==> src/ubrk_defs.vh <==
`ifndef UBRK_DEFS_VH
`define UBRK_DEFS_VH
`define UBRK_OFF_ADDR_HIGH 12'h000
`define UBRK_OFF_ADDR_LOW 12'h004
`define UBRK_OFF_MASK_HIGH 12'h008
`define UBRK_OFF_MASK_LOW 12'h00c
`define UBRK_OFF_FILTER 12'h010
`define UBRK_OFF_STATUS 12'h014
`define UBRK_RESET_HALF 16'h0000
`define UBRK_RESET_FILTER 8'h00
`define UBRK_MASTER_MSB 7
`define UBRK_MASTER_LSB 6
`define UBRK_FETCH_MSB 5
`define UBRK_FETCH_LSB 4
`define UBRK_DIR_MSB 3
`define UBRK_DIR_LSB 2
`define UBRK_SIZE_MSB 1
`define UBRK_SIZE_LSB 0
`define UBRK_SIZE_ANY 2'h0
`define UBRK_SIZE_BYTE 2'h1
`define UBRK_SIZE_WORD 2'h2
`define UBRK_SIZE_LONG 2'h3
`endif

==> src/ubrk_channel_a.v <==
// Functional notes
// - Break address is 32 bits in two 16-bit halves, high 31..16, low 15..0.
// - Power-on reset clears address and mask halves; manual reset keeps their contents.
// - Each mask bit pairs with the address bit at the same position.
// - Mask bit 0 compares that address bit; mask bit 1 ignores it.
// - Filter bits 15..8 read zero; software writes zero there.
// - Master field: 00 off, 01 processor, 10 DMA, 11 any master.
// - Fetch/data field: 00 off, 01 fetch, 10 data, 11 either.
// - Direction field: 00 off, 01 read, 10 write, 11 either.
// - Size field: 00 any size, 01 byte, 10 word, 11 longword.
// - Any of master, fetch or direction at 00 blocks all breaks.
// - Instruction fetches count as word size for matching.
// - Data accesses use the access operand size, not target bus width.
// - Filter register clears on power-on reset; kept through manual reset.
// - A met condition raises a user break interrupt request.
// - Comparison works on cache, internal DMA and X/Y bus cycles.
`timescale 1ns/1ns
`default_nettype none
`include "ubrk_defs.vh"
module ubrk_channel_a (
  input wire clock, // System clock, 10 MHz
  input wire rst_n, // Power-on reset, async
  input wire manual_rst_n, // Manual reset, registers kept
  input wire psel, // APB select
  input wire penable, // APB enable
  input wire pwrite, // APB direction
  input wire [11:0] paddr, // APB byte address
  input wire [31:0] pwdata, // APB write data
  input wire [3:0] pstrb, // APB byte strobes
  output wire pready, // APB ready
  output reg [31:0] prdata, // APB read data
  output wire pslverr, // APB error
  input wire cyc_valid, // Bus cycle present
  input wire [31:0] cyc_addr, // Bus cycle address
  input wire cyc_is_dma, // Cycle by DMA or Ethernet DMA
  input wire cyc_is_fetch, // Instruction fetch cycle
  input wire cyc_is_write, // Write cycle
  input wire [1:0] cyc_size, // Access operand size
  output reg break_match, // Match pulse, registered
  output reg break_irq // User break request level
);
  reg [15:0] break_addr_a_high;
  reg [15:0] break_addr_a_low;
  reg [15:0] break_addr_mask_a_high;
  reg [15:0] break_addr_mask_a_low;
  reg [7:0] break_cycle_filter_a;
  reg [15:0] next_break_addr_a_high;
  reg [15:0] next_break_addr_a_low;
  reg [15:0] next_break_addr_mask_a_high;
  reg [15:0] next_break_addr_mask_a_low;
  reg [7:0] next_break_cycle_filter_a;
  reg [31:0] next_prdata;
  reg next_break_irq;

  wire [31:0] break_addr_a;
  wire [31:0] break_addr_mask_a;
  wire [1:0] master_sel;
  wire [1:0] fetch_sel;
  wire [1:0] dir_sel;
  wire [1:0] size_sel;
  wire [1:0] eff_size;
  wire addr_hit;
  wire master_hit;
  wire fetch_hit;
  wire dir_hit;
  wire size_hit;
  wire enabled;
  wire match_allowed;
  wire next_match;

  wire access;
  wire wr_en;
  wire rd_en;
  wire addr_ok;
  wire sel_addr_high;
  wire sel_addr_low;
  wire sel_mask_high;
  wire sel_mask_low;
  wire sel_filter;
  wire sel_status;
  wire wr_addr_high;
  wire wr_addr_low;
  wire wr_mask_high;
  wire wr_mask_low;
  wire wr_filter;
  wire irq_clear;
  wire [15:0] wr_half;
  wire [1:0] wr_lanes;
  wire [31:0] status_word;

  // Two-bit select: bit 0 picks the first case, bit 1 the second
  function sel_hit;
    input [1:0] sel;
    input second;
    begin
      sel_hit = second ? sel[1] : sel[0];
    end
  endfunction

  // Byte-lane merge of one 16-bit half
  function [15:0] merge_half;
    input [15:0] old;
    input [15:0] wdata;
    input [1:0] strb;
    begin
      merge_half = {strb[1] ? wdata[15:8] : old[15:8], strb[0] ? wdata[7:0] : old[7:0]};
    end
  endfunction

  // Register offset decode
  function offset_is;
    input [11:0] addr;
    input [11:0] offset;
    begin
      offset_is = (addr == offset);
    end
  endfunction

  // Size filter: 00 takes any size, else sizes must agree
  function size_ok;
    input [1:0] sel;
    input [1:0] size;
    begin
      size_ok = (sel == `UBRK_SIZE_ANY) || (sel == size);
    end
  endfunction

  assign break_addr_a = {break_addr_a_high, break_addr_a_low};
  assign break_addr_mask_a = {break_addr_mask_a_high, break_addr_mask_a_low};
  assign master_sel = break_cycle_filter_a[`UBRK_MASTER_MSB:`UBRK_MASTER_LSB];
  assign fetch_sel = break_cycle_filter_a[`UBRK_FETCH_MSB:`UBRK_FETCH_LSB];
  assign dir_sel = break_cycle_filter_a[`UBRK_DIR_MSB:`UBRK_DIR_LSB];
  assign size_sel = break_cycle_filter_a[`UBRK_SIZE_MSB:`UBRK_SIZE_LSB];

  // Full 32-bit masked compare on any bus the cycle came from
  assign addr_hit = ((cyc_addr ^ break_addr_a) & ~break_addr_mask_a) == 32'h0000_0000;
  assign eff_size = cyc_is_fetch ? `UBRK_SIZE_WORD : cyc_size;
  assign master_hit = sel_hit(master_sel, cyc_is_dma);
  assign fetch_hit = sel_hit(fetch_sel, ~cyc_is_fetch);
  assign dir_hit = sel_hit(dir_sel, cyc_is_write);
  assign size_hit = size_ok(size_sel, eff_size);
  assign enabled = (master_sel != 2'h0) && (fetch_sel != 2'h0) && (dir_sel != 2'h0);
  assign match_allowed = enabled && manual_rst_n;
  assign next_match = cyc_valid && match_allowed && addr_hit
    && master_hit && fetch_hit && dir_hit && size_hit;

  // APB decode, zero wait states
  assign sel_addr_high = offset_is(paddr, `UBRK_OFF_ADDR_HIGH);
  assign sel_addr_low = offset_is(paddr, `UBRK_OFF_ADDR_LOW);
  assign sel_mask_high = offset_is(paddr, `UBRK_OFF_MASK_HIGH);
  assign sel_mask_low = offset_is(paddr, `UBRK_OFF_MASK_LOW);
  assign sel_filter = offset_is(paddr, `UBRK_OFF_FILTER);
  assign sel_status = offset_is(paddr, `UBRK_OFF_STATUS);
  assign addr_ok = sel_addr_high || sel_addr_low
    || sel_mask_high || sel_mask_low
    || sel_filter || sel_status;
  assign access = psel && penable;
  assign pready = 1'b1;
  assign pslverr = access && !addr_ok;
  assign wr_en = access && pwrite && addr_ok;
  assign rd_en = psel && !penable && !pwrite;
  assign wr_addr_high = wr_en && sel_addr_high;
  assign wr_addr_low = wr_en && sel_addr_low;
  assign wr_mask_high = wr_en && sel_mask_high;
  assign wr_mask_low = wr_en && sel_mask_low;
  assign wr_filter = wr_en && sel_filter && pstrb[0];
  assign irq_clear = wr_en && sel_status && pstrb[0] && pwdata[1];
  assign wr_half = pwdata[15:0];
  assign wr_lanes = pstrb[1:0];
  assign status_word = {30'h0, break_irq, enabled};

  always @* begin
    case (paddr)
      `UBRK_OFF_ADDR_HIGH: next_prdata = {16'h0000, break_addr_a_high};
      `UBRK_OFF_ADDR_LOW: next_prdata = {16'h0000, break_addr_a_low};
      `UBRK_OFF_MASK_HIGH: next_prdata = {16'h0000, break_addr_mask_a_high};
      `UBRK_OFF_MASK_LOW: next_prdata = {16'h0000, break_addr_mask_a_low};
      `UBRK_OFF_FILTER: next_prdata = {24'h000000, break_cycle_filter_a};
      `UBRK_OFF_STATUS: next_prdata = status_word;
      default: next_prdata = 32'h0000_0000;
    endcase
  end

  // Next values of the software registers
  always @* begin
    next_break_addr_a_high = break_addr_a_high;
    if (wr_addr_high) begin
      next_break_addr_a_high = merge_half(break_addr_a_high, wr_half, wr_lanes);
    end
  end

  always @* begin
    next_break_addr_a_low = break_addr_a_low;
    if (wr_addr_low) begin
      next_break_addr_a_low = merge_half(break_addr_a_low, wr_half, wr_lanes);
    end
  end

  always @* begin
    next_break_addr_mask_a_high = break_addr_mask_a_high;
    if (wr_mask_high) begin
      next_break_addr_mask_a_high = merge_half(break_addr_mask_a_high, wr_half, wr_lanes);
    end
  end

  always @* begin
    next_break_addr_mask_a_low = break_addr_mask_a_low;
    if (wr_mask_low) begin
      next_break_addr_mask_a_low = merge_half(break_addr_mask_a_low, wr_half, wr_lanes);
    end
  end

  // Reserved upper bits are not stored
  always @* begin
    next_break_cycle_filter_a = break_cycle_filter_a;
    if (wr_filter) begin
      next_break_cycle_filter_a = pwdata[7:0];
    end
  end

  // Set wins over a clear in the same cycle
  always @* begin
    next_break_irq = break_irq;
    if (next_match) begin
      next_break_irq = 1'b1;
    end else if (irq_clear || !manual_rst_n) begin
      next_break_irq = 1'b0;
    end
  end

  // Manual reset gates matching and clears break_irq; contents are simply kept
  always @(posedge clock or negedge rst_n) begin
    if (!rst_n) begin
      break_addr_a_high <= `UBRK_RESET_HALF;
    end else begin
      break_addr_a_high <= next_break_addr_a_high;
    end
  end

  always @(posedge clock or negedge rst_n) begin
    if (!rst_n) begin
      break_addr_a_low <= `UBRK_RESET_HALF;
    end else begin
      break_addr_a_low <= next_break_addr_a_low;
    end
  end

  always @(posedge clock or negedge rst_n) begin
    if (!rst_n) begin
      break_addr_mask_a_high <= `UBRK_RESET_HALF;
    end else begin
      break_addr_mask_a_high <= next_break_addr_mask_a_high;
    end
  end

  always @(posedge clock or negedge rst_n) begin
    if (!rst_n) begin
      break_addr_mask_a_low <= `UBRK_RESET_HALF;
    end else begin
      break_addr_mask_a_low <= next_break_addr_mask_a_low;
    end
  end

  always @(posedge clock or negedge rst_n) begin
    if (!rst_n) begin
      break_cycle_filter_a <= `UBRK_RESET_FILTER;
    end else begin
      break_cycle_filter_a <= next_break_cycle_filter_a;
    end
  end

  // Read data loads in the setup phase and stands until the next read
  always @(posedge clock or negedge rst_n) begin
    if (!rst_n) begin
      prdata <= 32'h0000_0000;
    end else if (rd_en) begin
      prdata <= next_prdata;
    end
  end

  always @(posedge clock or negedge rst_n) begin
    if (!rst_n) begin
      break_match <= 1'b0;
    end else begin
      break_match <= next_match;
    end
  end

  always @(posedge clock or negedge rst_n) begin
    if (!rst_n) begin
      break_irq <= 1'b0;
    end else begin
      break_irq <= next_break_irq;
    end
  end
endmodule
`default_nettype wire

==> config.mk <==
export PLATFORM = sky130hd
export DESIGN_NAME = ubrk_channel_a
export DESIGN_NICKNAME = d
export VERILOG_FILES = /design/src/ubrk_channel_a.v
export VERILOG_INCLUDE_DIRS = /design/src
export SDC_FILE = /design/constraint.sdc
export NUM_CORES = 1
export LEC_CHECK = 0
export BUFFER_PORTS_ARGS = -buffer_cell sky130_fd_sc_hd__buf_2
export CAP_MARGIN = 20
export CORE_ASPECT_RATIO = 0.9
export CORE_MARGIN = 2
export CORE_UTILIZATION = 55
export CTS_BUF_LIST = sky130_fd_sc_hd__clkbuf_4
export DETAILED_ROUTE_END_ITERATION = 8
export PLACE_DENSITY = 0.94
export SETUP_SLACK_MARGIN = 0.15
export SYNTH_ARGS = -nofsm -noshare
export SYNTH_HDL_FRONTEND = slang
export SYNTH_SLANG_ARGS = --single-unit
==> constraint.sdc <==
create_clock -name clock -period 2.3 [get_ports clock]
set_clock_uncertainty 0.1 [all_clocks]
set_input_delay 0.345 -clock clock [delete_from_list [all_inputs] [get_ports clock]]
set_output_delay 0.345 -clock clock [all_outputs]
set_load 0.005 [all_outputs]
==> summary by stage <==
Outcome
The run finished with clean final reports.

Yosys
In the synthesized netlist the dominant register cell turns out to be sky130_fd_sc_hd__dfrtp_1. By area the synthesized netlist is led by sky130_fd_sc_hd__dfrtp_1 47%, sky130_fd_sc_hd__mux2_2 9.8%, sky130_fd_sc_hd__xnor2_1 5.8%. The combined area of all synthesized cells is roughly 0.0048 mm^2. During synthesis, Yosys emitted a total of 0 warnings. The area share of the largest cell type after synthesis is 46.6%. The proportion of synthesized flip-flops having asynchronous set or reset is 100%. After synthesis, the mean cell area works out to about 12 um^2. Synthesis produced a netlist whose cell count is roughly 390. In this run, synthesis inferred 0 flip-flops with an integrated enable. The synthesized design contains 90 register bits. The most area-hungry cell type in the Yosys netlist is sky130_fd_sc_hd__dfrtp_1. The count of distinct cell types in the synthesized netlist is 48. The share of synthesized area occupied by flip-flops and latches is between 40% and 50%.

Finish
The share of final-layout standard cells stronger than drive strength 1 is ~40%. Leaving out fill and tap cells, the most frequent cells in the layout are 91 x sky130_fd_sc_hd__buf_2, 90 x sky130_fd_sc_hd__dfrtp_1, 42 x sky130_fd_sc_hd__mux2_2, 32 x sky130_fd_sc_hd__xnor2_1. The finished layout cell area is 0.00557 mm^2.

The number of inserted filler cells in the final layout is 640. The commonest non-fill, non-tap cell in the layout is sky130_fd_sc_hd__buf_2. At the end of the flow, the number of nets in the layout was slightly below 600. The area overhead of the layout relative to synthesis is 15.2%.

CTS
The H-tree level count is 3. The sink count of the clock tree is 90. The maximum number of buffers from clock root to sink is 2. The TritonCTS clock tree is yes.

The clock transition time at the flip-flop clock pins of the worst setup and hold paths is 160 ps. The root buffer cell is sky130_fd_sc_hd__clkbuf_4. The later-pin clock latency in the skew report is 480 ps. Buffers inserted during clock tree synthesis total 9.

Power
The ratio of total power to cell area is ~480 mW/mm^2. IR analysis of the VDD net gives a maximum drop of 0.313 mV. Summing internal, switching and leakage power gives 2660 uW. The analysis attributes to cell leakage a power of around 0.0027 uW.

Worst setup path
The setup path with the least slack is of type reg -> reg. The highest-delay cell along the critical path is sky130_fd_sc_hd__dfrtp_1. The critical path goes through xnor2_1 -> o22ai_1 -> nor4_1 -> nand4_1 -> nor2_1.

The worst stage delay on the critical path is between 400 and 500 ps. The required arrival time at the worst endpoint is around 2600 ps. The worst endpoint data arrival time is about 2100 ps. The type of destination of the critical path is a flop. Of all nets on the critical path, the largest fanout is 3. The sort of element at the start of the critical path is a flop.

GRT
The number of global-route vias before repair is 3,763. The initial antenna violation count is 1. Global routing finished with a remaining overflow of 0. The pin count of the biggest net entering global routing is 41. Global routing used between 20% and 30% of the available tracks across all layers. The first global-routing pass estimated between 15 and 20 mm of wire.

Die
The horizontal die dimension is slightly above 100 um. The count of standard-cell rows is 32. The core region is 0.00857 mm^2.

The vertical die dimension is between 90 and 100 um. The starting utilization of the core area is 56.5%. The number of top-level pins is approximately 130. The die covers ~0.0096 mm^2.

STA
The count of endpoints failing hold in the final timing report is 0. The worst hold slack across all endpoints is ~20 ps. Dividing the final minimum period by the clock period gives 76.7%.

The worst slew slack as a fraction of its limit is between 60% and 70%. The clock period could shrink to around 1800 ps. For the final routed database, the setup TNS stands at 0 ps. The pin slew with the least headroom to its limit is slightly below 600 ps. The maximum clock rate is around 0.57 GHz. Setup repair after global routing left no endpoint under its margin.

Setup violations remaining at the end of the flow were counted as 0. The count of final max-slew check failures came to 0.

Place
The post-detailed-placement cell area is about 0.0054 mm^2. Routability-driven placement finished with a final weighted congestion of about 0.95. Summed over all nets, the half-perimeter wirelength after detailed placement is just under 10 mm. The count of buffers from port buffering is 92.

Job
The max capacitance violation total is 0.

Drt
For this run, the detailed router's first-pass iteration total came to 4. In the routed design, unresolved DRC markers number 0. After detailed routing, the number of vias per cell comes to between 5 and 6. The mean routed wirelength per cell is about 20 um.

Wires add up to between 10 and 15 mm. The final route contains 3,608 vias. For this block, the initial DRC count from the detailed router was about 240. The count of nets left with antenna violations once routing finished came out at 0.

Hold path
The path class of the tightest hold or removal check is in -> reg.
## cell usage after synthesis, types with 2 or more instances
cell type                  instances
sky130_fd_sc_hd__nor2b_1           3
sky130_fd_sc_hd__mux4_2            7
sky130_fd_sc_hd__nand3_4           2
sky130_fd_sc_hd__a21oi_1           6
sky130_fd_sc_hd__buf_6             3
sky130_fd_sc_hd__or3_1             2
sky130_fd_sc_hd__inv_1             9
sky130_fd_sc_hd__nand3_1           2
sky130_fd_sc_hd__mux2i_1          17
sky130_fd_sc_hd__and3_1            6
sky130_fd_sc_hd__mux2_4           16
sky130_fd_sc_hd__xnor2_1          32
sky130_fd_sc_hd__nor2_1           13
sky130_fd_sc_hd__mux2_2           42
sky130_fd_sc_hd__conb_1            2
sky130_fd_sc_hd__dfrtp_1          90
sky130_fd_sc_hd__buf_2             4
sky130_fd_sc_hd__nand4_4           2
sky130_fd_sc_hd__clkbuf_1          3
sky130_fd_sc_hd__o22ai_1          22
sky130_fd_sc_hd__nand2_1          22
sky130_fd_sc_hd__buf_4            22
sky130_fd_sc_hd__o21ai_0          17
sky130_fd_sc_hd__mux2_1           16
sky130_fd_sc_hd__and2_1            2
sky130_fd_sc_hd__a22oi_1           3
sky130_fd_sc_hd__nor2_8            2
sky130_fd_sc_hd__nor4_1            4
## state kept, by name, summed over array words and instances (netlist names)
name,count
break_addr_mask_a_low,16
break_addr_mask_a_high,16
break_addr_a_low,16
break_match,1
break_cycle_filter_a,8
break_irq,1
prdata,16
break_addr_a_high,16
## worst paths after layout
check | startpoint | slack (ps) | cells past startpoint | end
setup / recovery | break_addr_a_low[8]$_DFFE_PN0P_ | 540 | 5 | break_match$_DFF_PN0_
hold / removal | pwdata[12] | 20 | 2 | break_addr_a_low[12]$_DFFE_PN0P_
setup reg to reg | break_addr_a_low[8]$_DFFE_PN0P_ | 540 | 5 | break_match$_DFF_PN0_
hold reg to reg | prdata[2]$_DFFE_PN0P_ | 400 | 2 | prdata[2]$_DFFE_PN0P_
max in group asynchronous | rst_n | 1240 | 3 | break_addr_a_high[2]$_DFFE_PN0P_
min in group asynchronous | rst_n | 250 | 2 | break_addr_mask_a_high[12]$_DFFE_PN0P_
## worst max-delay path: cells and delay by family (launching register included)
kind                      cells  cell delay (ps)
and+or+nand+nor               3              700
AOI/OAI and AO/OA             1              130
xor gates and xnor gates      1              290
DFF                           1              470
## what timing repair did
action	4_1_cts	5_1_grt
gates resized for setup	0	0
buffers inserted	0	0
hold buffers	1	0
endpoints found under the setup margin	0	0
endpoints found under the hold margin	37	0
## power breakdown
| part | switching, uW | internal, uW |
|---|---|---|
| clock network | 597 | 226 |
| registers | 0.874 | 1580 |
| logic | 150 | 105 |
## through the flow
step	setup slack [ps]	util [%]	cells
after floorplan	492	-	406
after global placement	102	63.5	602
after detailed placement	67.1	63.5	602
after CTS	550	65.0	619
after global routing	427	65.0	620
final	537	65.0	620
## routing by layer
metal | share of wire (%) | global-route usage [%] | vias to the layer above
li1 | - | - | 1594
met5 | 0 | 0 | -
met1 | 40 | 35.0 | 1762
met4 | 5.0 | 15.1 | 0
met3 | 7.4 | 6.13 | 52
met2 | 47 | 44.6 | 200
## cells by family after synthesis
| family | Yosys count | synth area share (%) |
|---|---|---|
| buf+inv | 41 | 5.46 |
| flops | 90 | 46.6 |
| simple gates | 71 | 9.52 |
| mux | 98 | 25.2 |
| xor+xnor | 32 | 5.79 |
| other cells | 2 | 0.155 |
| compound gates | 57 | 7.27 |
## final cells by class
class	instances	area (um^2)	share of cell area, %
well taps	119	149	2.67
flip-flops and latches	90	2250	40.4
diodes	1	2.50	0.0449
inverters	9	33.8	0.606
repair buffers	110	638	11.5
clock buffers	9	67.6	1.21
multi-input cells	275	2380	42.7
clock inverters	7	52.6	0.943
(Power assumes the default switching activity.)
